`config.mk`:
```
export PLATFORM = sky130hd
export DESIGN_NAME = csp_port
export DESIGN_NICKNAME = d
export VERILOG_FILES = /design/src/csp_pkg.sv /design/src/csp_clk_div.sv /design/src/csp_port.sv
export SDC_FILE = /design/constraint.sdc
export NUM_CORES = 1
export LEC_CHECK = 0
export ABC_AREA = 0
export ABC_CLOCK_PERIOD_IN_PS = 3100
export BUFFER_PORTS_ARGS = -buffer_cell sky130_fd_sc_hd__buf_2
export CAP_MARGIN = 10
export CORE_MARGIN = 5
export CORE_UTILIZATION = 55
export DETAILED_ROUTE_END_ITERATION = 8
export HOLD_SLACK_MARGIN = 0.05
export PLACE_DENSITY = 0.85
export SYNTH_ARGS = -nofsm -noshare
export SYNTH_HDL_FRONTEND = slang
export SYNTH_SLANG_ARGS = --single-unit
```
`constraint.sdc`:
```
create_clock -name clk -period 3.1 [get_ports clk]
set_input_delay 0.465 -clock clk [delete_from_list [all_inputs] [get_ports clk]]
set_output_delay 0.465 -clock clk [all_outputs]
set_load 0.1 [all_outputs]
```
`src/csp_pkg.sv`:
```
/*
 * Package for the clocked serial port: I/O addresses, control register
 * field positions, reset values, divider figures and shared types.
 * Assumes an 8-bit processor I/O bus with one-cycle read/write strobes.
 */
`default_nettype none

package csp_pkg;

    localparam logic [7:0] CSP_ADDR_CTRL = 8'h0A;
    localparam logic [7:0] CSP_ADDR_DATA = 8'h0B;

    localparam int CSP_BIT_DONE = 7;
    localparam int CSP_BIT_IE   = 6;
    localparam int CSP_BIT_RX   = 5;
    localparam int CSP_BIT_TX   = 4;

    localparam logic       CSP_RST_DONE = 1'b0;
    localparam logic       CSP_RST_IE   = 1'b0;
    localparam logic       CSP_RST_GO   = 1'b0;
    localparam logic [2:0] CSP_RST_SS   = 3'h7;
    localparam logic [7:0] CSP_RST_DATA = 8'h00;

    localparam logic [2:0] CSP_SS_EXT   = 3'h7;
    localparam int         CSP_WORD_BITS = 8;
    localparam logic [2:0] CSP_LAST_BIT = 3'(CSP_WORD_BITS - 1);

    localparam int CSP_CLK_PERIOD_NS = 8;
    localparam int CSP_DIV_BASE      = 20;
    localparam logic [9:0] CSP_HALF_BASE = 10'(CSP_DIV_BASE / 2);

    typedef enum logic [1:0] {
        CSP_IDLE  = 2'b00,
        CSP_SHIFT = 2'b01
    } csp_phase_e;

    typedef struct packed {
        logic [7:0] addr;
        logic       wr;
        logic       rd;
        logic [7:0] wdata;
    } csp_io_req_s;

    typedef struct packed {
        logic serialIn;
        logic clockIn;
    } csp_pin_in_s;

    typedef struct packed {
        logic serialOut;
        logic clockOut;
        logic clockOe;
    } csp_pin_out_s;

    // half period of the internal data clock, in system clocks
    function automatic logic [9:0] cspHalfCount(input logic [2:0] sel);
        cspHalfCount = 10'(CSP_HALF_BASE << sel);
    endfunction

    function automatic logic cspIsInternal(input logic [2:0] sel);
        cspIsInternal = (sel != CSP_SS_EXT);
    endfunction

endpackage

`default_nettype wire

```
`src/csp_clk_div.sv`:
```
/*
 * Internal data clock divider: one-cycle pulse every half period of the
 * selected rate while run is high. Restarts its count when run drops.
 */
`timescale 1ns/1ps
`default_nettype none

module csp_clk_div
    import csp_pkg::*;
(
    input  wire logic       clk,
    input  wire logic       rst_b,
    input  wire logic       run,
    input  wire logic [2:0] speedSel,
    output logic            halfTick
);

    typedef struct packed {
        logic [9:0] cnt;
        logic       tick;
    } csp_div_s;

    csp_div_s state_r;
    csp_div_s state_nxt;

    always_comb begin
        state_nxt = state_r;
        state_nxt.tick = 1'b0;
        if (!run) begin
            state_nxt.cnt = 10'h000;
        end else if (state_r.cnt >= cspHalfCount(speedSel) - 10'h001) begin
            state_nxt.cnt = 10'h000;
            state_nxt.tick = 1'b1;
        end else begin
            state_nxt.cnt = state_r.cnt + 10'h001;
        end
    end

    always_ff @(posedge clk or negedge rst_b) begin
        if (!rst_b) begin
            state_r <= '0;
        end else begin
            state_r <= state_nxt;
        end
    end

    assign halfTick = state_r.tick;

endmodule

`default_nettype wire

```
`src/csp_port.sv`:
```
/*
 * Clocked serial port top: control/status and shift data registers on
 * the processor I/O bus, half-duplex 8-bit shifter, data clock pin.
 * Assumes bus strobes last one clock and pins are synchronous to clk.
 */
//
// Overview of operation
// half-duplex, fixed 8-bit words, internal or external data clock
// control/status at address 0AH: done, irq enable, rx go, tx go, speed
// done flag set when an 8-bit transfer completes; read-only
// interrupt request while done and enable both set, else none
// any read or write of shift data clears done
// software touches shift data only while done is set
// reset clears done, enable, both go bits; speed select all ones
// I/O stop mode clears done and both go bits
// writing rx go starts receive with data clock enabled on pin
// receive shifts serial input in; after 8 bits clears go, sets done
// writing tx go starts transmit with data clock enabled on pin
// transmit shifts serial output; after 8 bits clears go, sets done
// software never sets rx go and tx go together
// software frees the shared input pin from the channel 1 cts input
// speed select chooses data clock source and rate
// codes 0-6 divide by 20 to 1280; code 7 is external clock
// code 7 makes clock pin input; else output while transferring (code drives it as output whenever speed is 0-6, idle too)
// clearing a go bit stops that transfer at once
// one unbuffered shift register; writes mid-transfer take effect at once
// lsb first, output changes on falling, input sampled on rising edge
`timescale 1ns/1ps
`default_nettype none

module csp_port
    import csp_pkg::*;
(
    input  wire logic         clk,
    input  wire logic         rst_b,
    input  wire csp_io_req_s  ioReq,
    input  wire logic         io_stop_mode,
    input  wire csp_pin_in_s  pinIn,
    output logic [7:0]        ioRdData,
    output logic              irqReq,
    output csp_pin_out_s      pinOut
);

    typedef struct packed {
        csp_phase_e  phase;
        logic        done;
        logic        irqEn;
        logic        rxGo;
        logic        txGo;
        logic [2:0]  speed;
        logic [7:0]  shiftData;
        logic [2:0]  bitCnt;
        logic        sclk;
        logic        clkInPrev;
        logic [7:0]  rdData;
        logic        irq;
        logic [9:0]  tickGap;
        csp_pin_out_s pins;
    } csp_state_s;

    csp_state_s state_r;
    csp_state_s state_nxt;

    logic halfTick;
    logic active;
    logic ctrlWr;
    logic dataWr;
    logic dataRd;
    logic fallEdge;
    logic riseEdge;
    logic finish;
    logic divRun;

    assign active = state_r.rxGo | state_r.txGo;
    assign divRun = active && cspIsInternal(state_r.speed);
    assign ctrlWr = ioReq.wr && (ioReq.addr == CSP_ADDR_CTRL);
    assign dataWr = ioReq.wr && (ioReq.addr == CSP_ADDR_DATA);
    assign dataRd = ioReq.rd && (ioReq.addr == CSP_ADDR_DATA);

    csp_clk_div csp_clk_div_inst (
        .clk      (clk),
        .rst_b    (rst_b),
        .run      (divRun),
        .speedSel (state_r.speed),
        .halfTick (halfTick)
    );

    // edge source: divider ticks or the pin sampled against its last value
    always_comb begin
        fallEdge = 1'b0;
        riseEdge = 1'b0;
        if (state_r.phase == CSP_SHIFT) begin
            if (cspIsInternal(state_r.speed)) begin
                fallEdge = halfTick && state_r.sclk;
                riseEdge = halfTick && !state_r.sclk;
            end else begin
                fallEdge = state_r.clkInPrev && !pinIn.clockIn;
                riseEdge = !state_r.clkInPrev && pinIn.clockIn;
            end
        end
    end

    assign finish = riseEdge && (state_r.bitCnt == CSP_LAST_BIT);

    always_comb begin
        state_nxt = state_r;
        state_nxt.clkInPrev = pinIn.clockIn;

        // shifting: lsb first, drive on fall, sample on rise
        if (fallEdge) begin
            state_nxt.sclk = 1'b0;
            state_nxt.pins.serialOut = state_r.txGo ?
                state_r.shiftData[0] : state_r.pins.serialOut;
        end
        if (riseEdge) begin
            state_nxt.sclk = 1'b1;
            state_nxt.bitCnt = state_r.bitCnt + 3'h1;
            state_nxt.shiftData = {pinIn.serialIn,
                                   state_r.shiftData[7:1]};
        end
        if (finish) begin
            state_nxt.rxGo = 1'b0;
            state_nxt.txGo = 1'b0;
            state_nxt.phase = CSP_IDLE;
            state_nxt.bitCnt = 3'h0;
            state_nxt.sclk = 1'b1;
        end

        // shared data register; write lands even mid-shift
        if (dataWr) begin
            state_nxt.shiftData = ioReq.wdata;
        end
        if (dataWr || dataRd) begin
            state_nxt.done = 1'b0;
        end
        if (finish) begin
            state_nxt.done = 1'b1;
        end

        if (ctrlWr) begin
            state_nxt.irqEn = ioReq.wdata[CSP_BIT_IE];
            state_nxt.speed = ioReq.wdata[2:0];
            state_nxt.rxGo = ioReq.wdata[CSP_BIT_RX];
            state_nxt.txGo = ioReq.wdata[CSP_BIT_TX];
            if ((!active || finish) &&
                (ioReq.wdata[CSP_BIT_RX] || ioReq.wdata[CSP_BIT_TX])) begin
                state_nxt.phase = CSP_SHIFT;
                state_nxt.bitCnt = 3'h0;
                state_nxt.sclk = 1'b1;
            end
            if (!ioReq.wdata[CSP_BIT_RX] &&
                !ioReq.wdata[CSP_BIT_TX]) begin
                state_nxt.phase = CSP_IDLE;
                state_nxt.bitCnt = 3'h0;
                state_nxt.sclk = 1'b1;
            end
        end

        if (io_stop_mode) begin
            state_nxt.done = 1'b0;
            state_nxt.rxGo = 1'b0;
            state_nxt.txGo = 1'b0;
            state_nxt.phase = CSP_IDLE;
            state_nxt.bitCnt = 3'h0;
            state_nxt.sclk = 1'b1;
        end

        if (ioReq.rd) begin
            case (ioReq.addr)
                CSP_ADDR_CTRL: begin
                    state_nxt.rdData = {state_r.done, state_r.irqEn,
                                        state_r.rxGo, state_r.txGo,
                                        1'b0, state_r.speed};
                end
                CSP_ADDR_DATA: begin
                    state_nxt.rdData = state_r.shiftData;
                end
                default: begin
                    state_nxt.rdData = 8'h00;
                end
            endcase
        end

        // independent tick spacing count for the rate check
        if (!divRun) begin
            state_nxt.tickGap = 10'h000;
        end else if (halfTick) begin
            state_nxt.tickGap = 10'h001;
        end else begin
            state_nxt.tickGap = state_r.tickGap + 10'h001;
        end

        state_nxt.irq = state_nxt.done && state_nxt.irqEn;
        state_nxt.pins.clockOe = cspIsInternal(state_nxt.speed);
        state_nxt.pins.clockOut = state_nxt.sclk;
    end

    always_ff @(posedge clk or negedge rst_b) begin
        if (!rst_b) begin
            state_r.phase <= CSP_IDLE;
            state_r.done <= CSP_RST_DONE;
            state_r.irqEn <= CSP_RST_IE;
            state_r.rxGo <= CSP_RST_GO;
            state_r.txGo <= CSP_RST_GO;
            state_r.speed <= CSP_RST_SS;
            state_r.shiftData <= CSP_RST_DATA;
            state_r.bitCnt <= 3'h0;
            state_r.sclk <= 1'b1;
            state_r.clkInPrev <= 1'b1;
            state_r.rdData <= 8'h00;
            state_r.irq <= 1'b0;
            state_r.tickGap <= 10'h000;
            state_r.pins.serialOut <= 1'b1;
            state_r.pins.clockOut <= 1'b1;
            state_r.pins.clockOe <= 1'b0;
        end else begin
            state_r <= state_nxt;
        end
    end

    assign ioRdData = state_r.rdData;
    assign irqReq = state_r.irq;
    assign pinOut = state_r.pins;
endmodule

`default_nettype wire

```
# After elaboration in Yosys (flattened, before gate mapping)
# Index checks and enable logic that the tools add are counted.
# word_totals
regBits	44
inputBits	23
out_inout_bits	12
elab_cells	79
# classes
add_sub_neg	3
order_cmp	1
n_eq_ne	6
shift	1
n_mux	27
bitwise_logic	1
reduce_logical	24
# op_table
cell	n
two-way mux 10 bit	2
two-way mux 4 bit	5
== test 8 x 4 -> 1 bit (second input constant)	2
case mux 8 bit (2 select lines)	1
logical AND 1 bit	12
two-way mux 12 bit	1
two-way mux 2 bit	6
adder 10 x 1 -> 10 bit (second input constant)	1
greater-or-equal comparator 10 bit	1
<< shifter 4 x 3 -> 10 bit (first input constant)	1
subtractor 10 x 1 -> 10 bit (second input constant)	1
two-way mux 1 bit	9
two-way mux 8 bit	1
zero test 1 bit	6
two-way mux 6 bit	1
!= test 3 bit (second input constant)	2
adder 3 x 1 -> 3 bit (second input constant)	1
== test 3 bit (second input constant)	1
logical OR 1 bit	3
two-way mux 3 bit	1
nonzero test 3 bit	1
== test 2 x 1 -> 1 bit (second input constant)	1
AND reduction 2 bit	1
nonzero test 2 bit	1
OR 1 bit	1

# Logic depth before layout (Yosys ltp)
# Gate-level depths: netlist of run 1.
# logic_depth
ltp_word	12
depth_mapped	10
ltp_nobuf	8

# Modules after synthesis
# A second synthesis of run 1 with hierarchy kept.
# hier_totals
cells_unflattened	254
area_unflattened_um2	2531.2
# modules_own_cells
mod	instances	cells_per_inst	area_per_inst_um2	seq_area_each_um2
csp_port	1	170	1739.2	833.3
csp_clk_div	1	84	792.0	275.3

# Least setup slack after synthesis of run 1
# Ideal clock, no wire load.
# synth_path
kind	register -> register
start	register state_r[35] in the netlist's numbering
end	register csp_clk_div_inst.state_r[9] in the netlist's numbering
setup_ns	0.101
arrival_ns	2.143
t_required_ns	2.999
setup_slack_ns	0.856
path_stages_with_launch	10
path_buffers	2
synth_period_minus_slack_ns	2.244
path_cell_list	dfstp_2 clkbuf_1 nor2_1 a21oi_1 ha_1 a211oi_1 nand3_1 a2bb2oi_1 clkbuf_1 nor4_1
# synth_rtl
element	line_no	rtl
start: declaration	csp_port.sv:61	csp_state_s state_r;
start signal: assignment	csp_port.sv:217	state_r <= state_nxt;
end signal: assignment	csp_clk_div.sv:43	state_r <= state_nxt;
end: declaration	csp_clk_div.sv:23	csp_div_s state_r;

==> results.py, run 1 <==
metrics = {
    "yosys": {
        "syn-num-nets": 284,
        "async_flop_share_pct": 100,
        "ys_ff_latch": 44,
        "ys.flop_type": "dfrtp_1",
        "syn_area_um2": 2500,
        "yosysWarnings": 0,
        "synth_seq_area_share_pct": 44.3,
        "syn_inst": 249,
        "syn_area_per_cell_um2": 10.0,
        "synth_edf_count": 0,
        "yosysUniqueCellTypes": 51,
    },
    "setup_path": {
        "cp_slowest_cell": "dfstp_2",
        "crit_fanout": 11,
        "r2r-start": "state_r[36]",
        "arrival_ns": 2.60,
        "r2r_cells": 9,
        "endpoint_kind": "flop",
        "cp_slowest_stage_delay_ns": 0.63,
        "critPathKind": "reg2reg",
        "path_cells": "inv_1 -> nor2_1 -> a21oi_1 -> ha_1 -> a211oi_1 -> nand3_1 -> a2bb2oi_1 -> buf_4 -> nor4_1",
        "start_kind": "flop",
        "rr_endpoint": "csp_clk_div_inst.state_r[8]",
        "ff2ff_setup_slack_ns": 0.69,
        "worstPathRequired_ns": 3.29,
    },
    "route": {
        "drc": 0,
        "wire_per_inst_um": 16.3,
        "wl_um": 5200,
        "vias_per_cell": 6.06,
        "drt_iter0_drc": 180,
        "vias": 1934,
        "final_antenna_net_count": 0,
        "drt-pass1-iter-count": 4,
    },
    "timing": {
        "slew_violations": 0,
        "fin_tns_setup_ns": 0,
        "worstMarginPinSlew_ns": 0.981,
        "timing.fmax_mhz": 415,
        "setup_viol": 0,
        "relSlewSlack_pct": 34.6,
        "min_period_ns": 2.41,
        "setup_slack_ns": 0.689,
        "hold_viol_final": 0,
        "fin_worst_skew_ns": 0.00735,
        "hold-worst-slack_ns": 0.290,
        "fin_crit_sh_pct": 77.8,
        "rsz0062_at_grt": "false",
    },
    "power_and_ir_drop": {
        "leakagePower_nw": 1.25,
        "vdd_ir_drop_max_v": 0.000192,
        "power_density_nw_per_um2": 385,
        "total_power_mw": 1.03,
    },
    "hold_path": {
        "hp-class": "in2reg",
        "hold_start": "pinIn[0]",
        "min_to": "state_r[22]",
        "whs_path_depth": 1,
    },
    "global_route": {
        "grt_overflow_total": 0,
        "antenna_found_initial": 0,
        "grt_usage_pct": 18.4,
        "grt_pass1_vias": 1909,
        "grt_max_degree": 45,
        "grt_pass1_wl_um": 9020,
    },
    "cells_and_area": {
        "antennaDiodeCount": 0,
        "drive_above_1_share_pct": 21.7,
        "nFillCells": 343,
        "final_nets": 302,
        "areaGrowthSynthToFinish_pct": 6.60,
    },
    "clock_network": {
        "cts_buffers": 5,
        "cts_tree": "built",
        "cts_hold_buf": 0,
        "cts-root-buf": "clkbuf_8",
        "clock_sinks": 44,
        "post_cts_buffers": 0,
        "h-tree-depth": 2,
        "insertion_delay_ns": 0.30,
        "cts_buffer_depth": 2,
        "path_clk_slew_ns": 0.08,
        "cts_resized": 0,
    },
    "die": {
        "io_pins": 35,
        "die_height_um": 77.4,
        "row_count": 24,
        "core_um2": 4380,
        "die_w_um": 77.4,
        "dieArea_um2": 6000,
        "initial_core_util_pct": 57.0,
    },
    "job": {
        "cap_violations": 0,
    },
    "placed_design": {
        "post-place-ws_ns": 0.760,
        "dp_hpwl_um": 3810,
        "place_congestion": 0.816,
        "port_buffers": 34,
    },
    "status": {
        "outcome": "complete, no violations",
    },
}
-- Yosys cell counts (5+ instances only) --
| library cell | instances | area share, % |
|---|---|---|
| a21oi_1 | 22 | 4.4 |
| a221o_1 | 8 | 3.2 |
| buf_4 | 11 | 3.3 |
| clkbuf_1 | 8 | 1.2 |
| dfrtp_1 | 38 | 38 |
| dfstp_2 | 6 | 6.3 |
| ha_1 | 12 | 6.0 |
| inv_1 | 5 | 0.75 |
| mux2i_1 | 8 | 3.2 |
| nand2_1 | 24 | 3.6 |
| nand3_1 | 7 | 1.4 |
| nand4_1 | 5 | 1.3 |
| nor2_1 | 18 | 2.7 |
| nor2b_1 | 9 | 2.3 |
| nor4_1 | 9 | 2.3 |
| xnor2_1 | 5 | 1.8 |
-- how the worst max path moves through the flow --
stage / start / to / slack (ns) / cells past startpoint
6_report: state_r[36] / csp_clk_div_inst.state_r[8] / 0.69 / 9
3_3_place_gp: state_r[36] / csp_clk_div_inst.state_r[9] / 0.95 / 9
3_5_place_dp: state_r[36] / csp_clk_div_inst.state_r[6] / 0.76 / 9
4_1_cts: state_r[36] / csp_clk_div_inst.state_r[6] / 0.73 / 9
2_1_floorplan: state_r[35] / csp_clk_div_inst.state_r[9] / 0.86 / 9
5_1_grt: state_r[36] / csp_clk_div_inst.state_r[3] / 0.48 / 9
-- layout by cell type (no fill, tap or decap), drive strengths merged, types with 2 or more instances in the layout --
| cell type | Yosys | layout |
|---|---|---|
| dfrtp | 38 | 38 |
| buf | 16 | 35 |
| nand2 | 24 | 24 |
| a21oi | 22 | 22 |
| nor2 | 18 | 18 |
| ha | 12 | 12 |
| nor4 | 10 | 10 |
| nor2b | 9 | 9 |
| mux2i | 9 | 9 |
| a221o | 8 | 8 |
| nand3 | 7 | 7 |
| dfstp | 6 | 6 |
| inv | 5 | 5 |
| xnor2 | 5 | 5 |
| nand4 | 5 | 5 |
| clkbuf | 8 | 5 |
| o21ai | 4 | 4 |
| xor2 | 4 | 4 |
| nand3b | 4 | 4 |
| o22ai | 3 | 3 |
| o211ai | 3 | 3 |
| nor3 | 2 | 2 |
| a211oi | 2 | 2 |
| and4 | 2 | 2 |
| and4b | 2 | 2 |
| and4bb | 2 | 2 |
| and3 | 2 | 2 |
-- stage by stage --
stage	cells	area (um2)	util [%]
3_3_place_gp	312	2580	59.0
6_report	319	2670	60.8
2_1_floorplan	249	2500	-
4_1_cts	319	2670	60.8
3_5_place_dp	312	2580	59.0
5_1_grt	319	2670	60.8
-- critical path, delay by kind of cell (launching register included) --
family / cells / cell delay, ns
buffers and inverters: 2 / 0.28
AO/OA/AOI/OAI: 3 / 0.50
AND/OR/NAND/NOR: 3 / 0.57
adder cells (fa/ha/maj): 1 / 0.33
flip-flops: 1 / 0.63
-- report_power, final --
part	internal [mW]	switching, mW	total, mW
Sequential	0.589	0.0158	0.605
Clock	0.153	0.194	0.347
Combinational	0.0298	0.0458	0.0756
-- layer usage --
layer / GRT usage [%] / share of wire, %
met1: 25.1 / 44
met2: 27.8 / 49
met3: 4.98 / 5.3
met4: 7.73 / 2.0
met5: 0 / 0
-- layout make-up --
type	instances	area, um2	area share, %
clock buffers	5	68.8	2.58
clock inverters	2	12.5	0.469
inverters	5	18.8	0.704
multi-input cells	176	1210	45.6
flip-flops and latches	44	1110	41.6
well taps	52	65.1	2.44
repair buffers	35	178	6.66
-- state kept, by name (all words and copies together) (netlist names) --
name / flops
irqReq: 1
ioRdData: 8
csp_clk_div_inst.halfTick: 1
pinOut: 3
state_r: 21
csp_clk_div_inst.state_r: 10
-- kinds of logic after synthesis --
kind of cell,synth area share (%)
and+or+nand+nor,20.5
AOI/OAI and AO/OA,14.4
DFF,44.3
buffers and inverters,7.10
adders and majority gates,6.00
muxes,4.55
xor gates and xnor gates,3.15
Power figures use the tool's default switching activity.
==> inputs of run 2 (changes only) <==
- ABC_AREA: 0 -> 1
- ABC_CLOCK_PERIOD_IN_PS: 3100 -> 2060
- CORE_UTILIZATION: 55 -> 52
- PLACE_DENSITY: 0.85 -> 0.84
- clock period: 3.1 -> 2.06 ns (I/O delays scaled with it)
==> run 2 against run 1 <==
  * Routed wire length shrank 0.90%
  * Maximum frequency up 24%
  * Synthesized cell count increased by 21%
  * Clock-buffer cell count grew 1
  * Largest power group unchanged
==> results.py, run 2 <==
metrics = {
    "status": {
        "outcome": "complete, no violations",
    },
    "clock_network": {
        "clock_sinks": 44,
        "cts_buffers": 5,
        "cts-root-buf": "clkbuf_8",
        "h-tree-depth": 2,
        "insertion_delay_ns": 0.30,
        "cts_tree": "built",
        "path_clk_slew_ns": 0.08,
        "cts_buffer_depth": 2,
    },
    "global_route": {
        "antenna_found_initial": 0,
        "grt_usage_pct": 18.2,
        "grt_util_met2_pct": 28.2,
        "grt_pass1_vias": 2021,
        "grt_overflow_total": 0,
        "grt_pass1_wl_um": 9020,
        "global_route.usage.met1_pct": 24.4,
        "grt_use_met3_pct": 4.51,
        "grt.busiest_layer": "met2",
        "grt_max_degree": 17,
    },
    "route": {
        "final_antenna_net_count": 0,
        "vias": 2071,
        "drt-pass1-iter-count": 4,
        "drc": 0,
        "wire_per_inst_um": 12.8,
        "vias_per_cell": 5.15,
        "wl_um": 5150,
        "drt_iter0_drc": 135,
    },
    "yosys": {
        "syn_inst": 302,
        "yosysMostFrequentCell": "nand2_1",
        "synth_top_cell_by_area": "dfrtp_1",
        "syn_area_um2": 2540,
        "ys_ff_latch": 44,
        "synth_edf_count": 0,
        "ys.flop_type": "dfrtp_1",
        "synth_seq_area_share_pct": 43.7,
        "syn-num-nets": 337,
        "yosysUniqueCellTypes": 34,
        "yosysWarnings": 0,
        "yosys-top-cells-area": "dfrtp_1 (37%), nand2_1 (10%), dfstp_2 (6.2%)",
        "async_flop_share_pct": 100,
        "syn_area_per_cell_um2": 8.40,
        "synth_top_cell_area_share_pct": 37.5,
        "synth_common_cells": "nand2_1 (69), dfrtp_1 (38), a21oi_1 (28)",
    },
    "power_and_ir_drop": {
        "vdd_ir_drop_max_v": 0.000407,
        "leakagePower_nw": 1.46,
        "total_power_mw": 1.82,
        "power_density_nw_per_um2": 634,
    },
    "hold_path": {
        "hp-class": "in2reg",
    },
    "setup_path": {
        "worstPathRequired_ns": 2.27,
        "endpoint_kind": "flop",
        "start_kind": "flop",
        "crit_fanout": 11,
        "critPathKind": "reg2reg",
        "arrival_ns": 2.16,
    },
    "cells_and_area": {
        "final_common_cell": "nand2_1",
        "final_cell_mix": "nand2_1 (68), dfrtp_1 (38), buf_2 (34)",
        "largest_register_ffs": 21,
        "top_register": "state_r",
        "final_nets": 369,
        "antennaDiodeCount": 0,
        "areaGrowthSynthToFinish_pct": 13.2,
        "drive_above_1_share_pct": 26.6,
        "finish.utilization_pct": 60.8,
    },
    "placed_design": {
        "port_buffers": 34,
        "dp_hpwl_um": 3950,
        "place_congestion": 0.823,
    },
    "die": {
        "dieArea_um2": 6380,
        "core_um2": 4720,
        "row_count": 25,
        "io_pins": 35,
        "die_w_um": 79.9,
        "initial_core_util_pct": 53.7,
        "die_height_um": 79.9,
    },
    "timing": {
        "slew_violations": 0,
        "timing.fmax_mhz": 514,
        "worstMarginPinSlew_ns": 0.490,
        "setup_viol": 0,
        "fin_worst_skew_ns": 0.00808,
        "min_period_ns": 1.95,
        "fin_crit_sh_pct": 94.5,
        "hold_viol_final": 0,
        "relSlewSlack_pct": 67.5,
    },
    "job": {
        "cap_violations": 0,
    },
}
==> run 2: layout make-up <==
| cell class | instances | area (um2) |
|---|---|---|
| multi-input cells | 211 | 1210 |
| flip-flops and latches | 44 | 1110 |
| fillers | 397 | 1850 |
| inverters | 31 | 116 |
| clock buffers | 6 | 82.6 |
| repair buffers | 41 | 229 |
| clock inverters | 2 | 38.8 |
| well taps | 67 | 83.8 |
==> run 2: worst paths after layout <==
path | startpoint | to | slack (ns) | cells after the start
min in group asynchronous | rst_b | state_r[34] | 0.44 | 2
max in group asynchronous | rst_b | pinOut[2] | 1.03 | 3
worst max-delay path | state_r[35] | csp_clk_div_inst.state_r[7] | 0.11 | 11
worst max register to register | state_r[35] | csp_clk_div_inst.state_r[7] | 0.11 | 11
worst min register to register | pinOut[2] | pinOut[2] | 0.49 | 2
worst min-delay path | pinIn[0] | state_r[22] | 0.13 | 1
==> run 2: layer usage <==
layer | part of all wire [%] | wire [um]
met5 | 0 | 0
met4 | 2.3 | 118
met3 | 5.3 | 272
met2 | 49 | 2520
met1 | 44 | 2240
==> run 2: critical path: stages (launching register included) <==
cell and delay [ns]:
dfstp_2 0.56, buf_4 0.13, nand2_2 0.08, nand2_1 0.11, nor2_1 0.06, ha_1 0.29
a21oi_1 0.13, o21ai_1 0.07, nand2_1 0.06, nand3_1 0.08, buf_6 0.16, nor3_1 0.13
==> run 2: logic make-up (layout without fill, tap and decap cells) <==
logic type | count (synthesis) | in the layout | synth area share (%)
and+or+nand+nor | 148 | 148 | 28.6
AOI/OAI and AO/OA | 47 | 47 | 10.6
buffers and inverters | 47 | 80 | 9.81
DFF | 44 | 44 | 43.7
adders and majority gates | 12 | 12 | 5.92
xor gates and xnor gates | 4 | 4 | 1.38
==> run 2: through the flow <==
step / TNS, ns / instance area (um2) / cells / worst slack, ns / hold slack (ns)
CTS: 0 / 2820 / 400 / 0.0711 / 0.123
global placement: 0 / 2690 / 391 / 0.219 / 0.225
floorplan: 0 / 2540 / 302 / 0.274 / 0.0134
detailed placement: 0 / 2690 / 391 / 0.0996 / 0.232
global route: -0.0484 / 2870 / 402 / -0.0254 / 0.120
finish: 0 / 2870 / 402 / 0.113 / 0.130
==> run 2: power breakdown <==
group | internal (mW) | total (mW) | switching (mW) | leakage (nW)
Sequential | 0.893 | 0.918 | 0.0242 | 0.590
Clock | 0.396 | 0.690 | 0.293 | 0.0614
Combinational | 0.0675 | 0.212 | 0.145 | 0.805
==> run 2: timing repair <==
| action | CTS | global route |
|---|---|---|
| hold buffers | 1 | 0 |
| gates resized for setup | 0 | 10 |
| setup endpoints to repair | 0 | 11 |
| endpoints found under the hold margin | 12 | 0 |
| setup buffers | 0 | 2 |
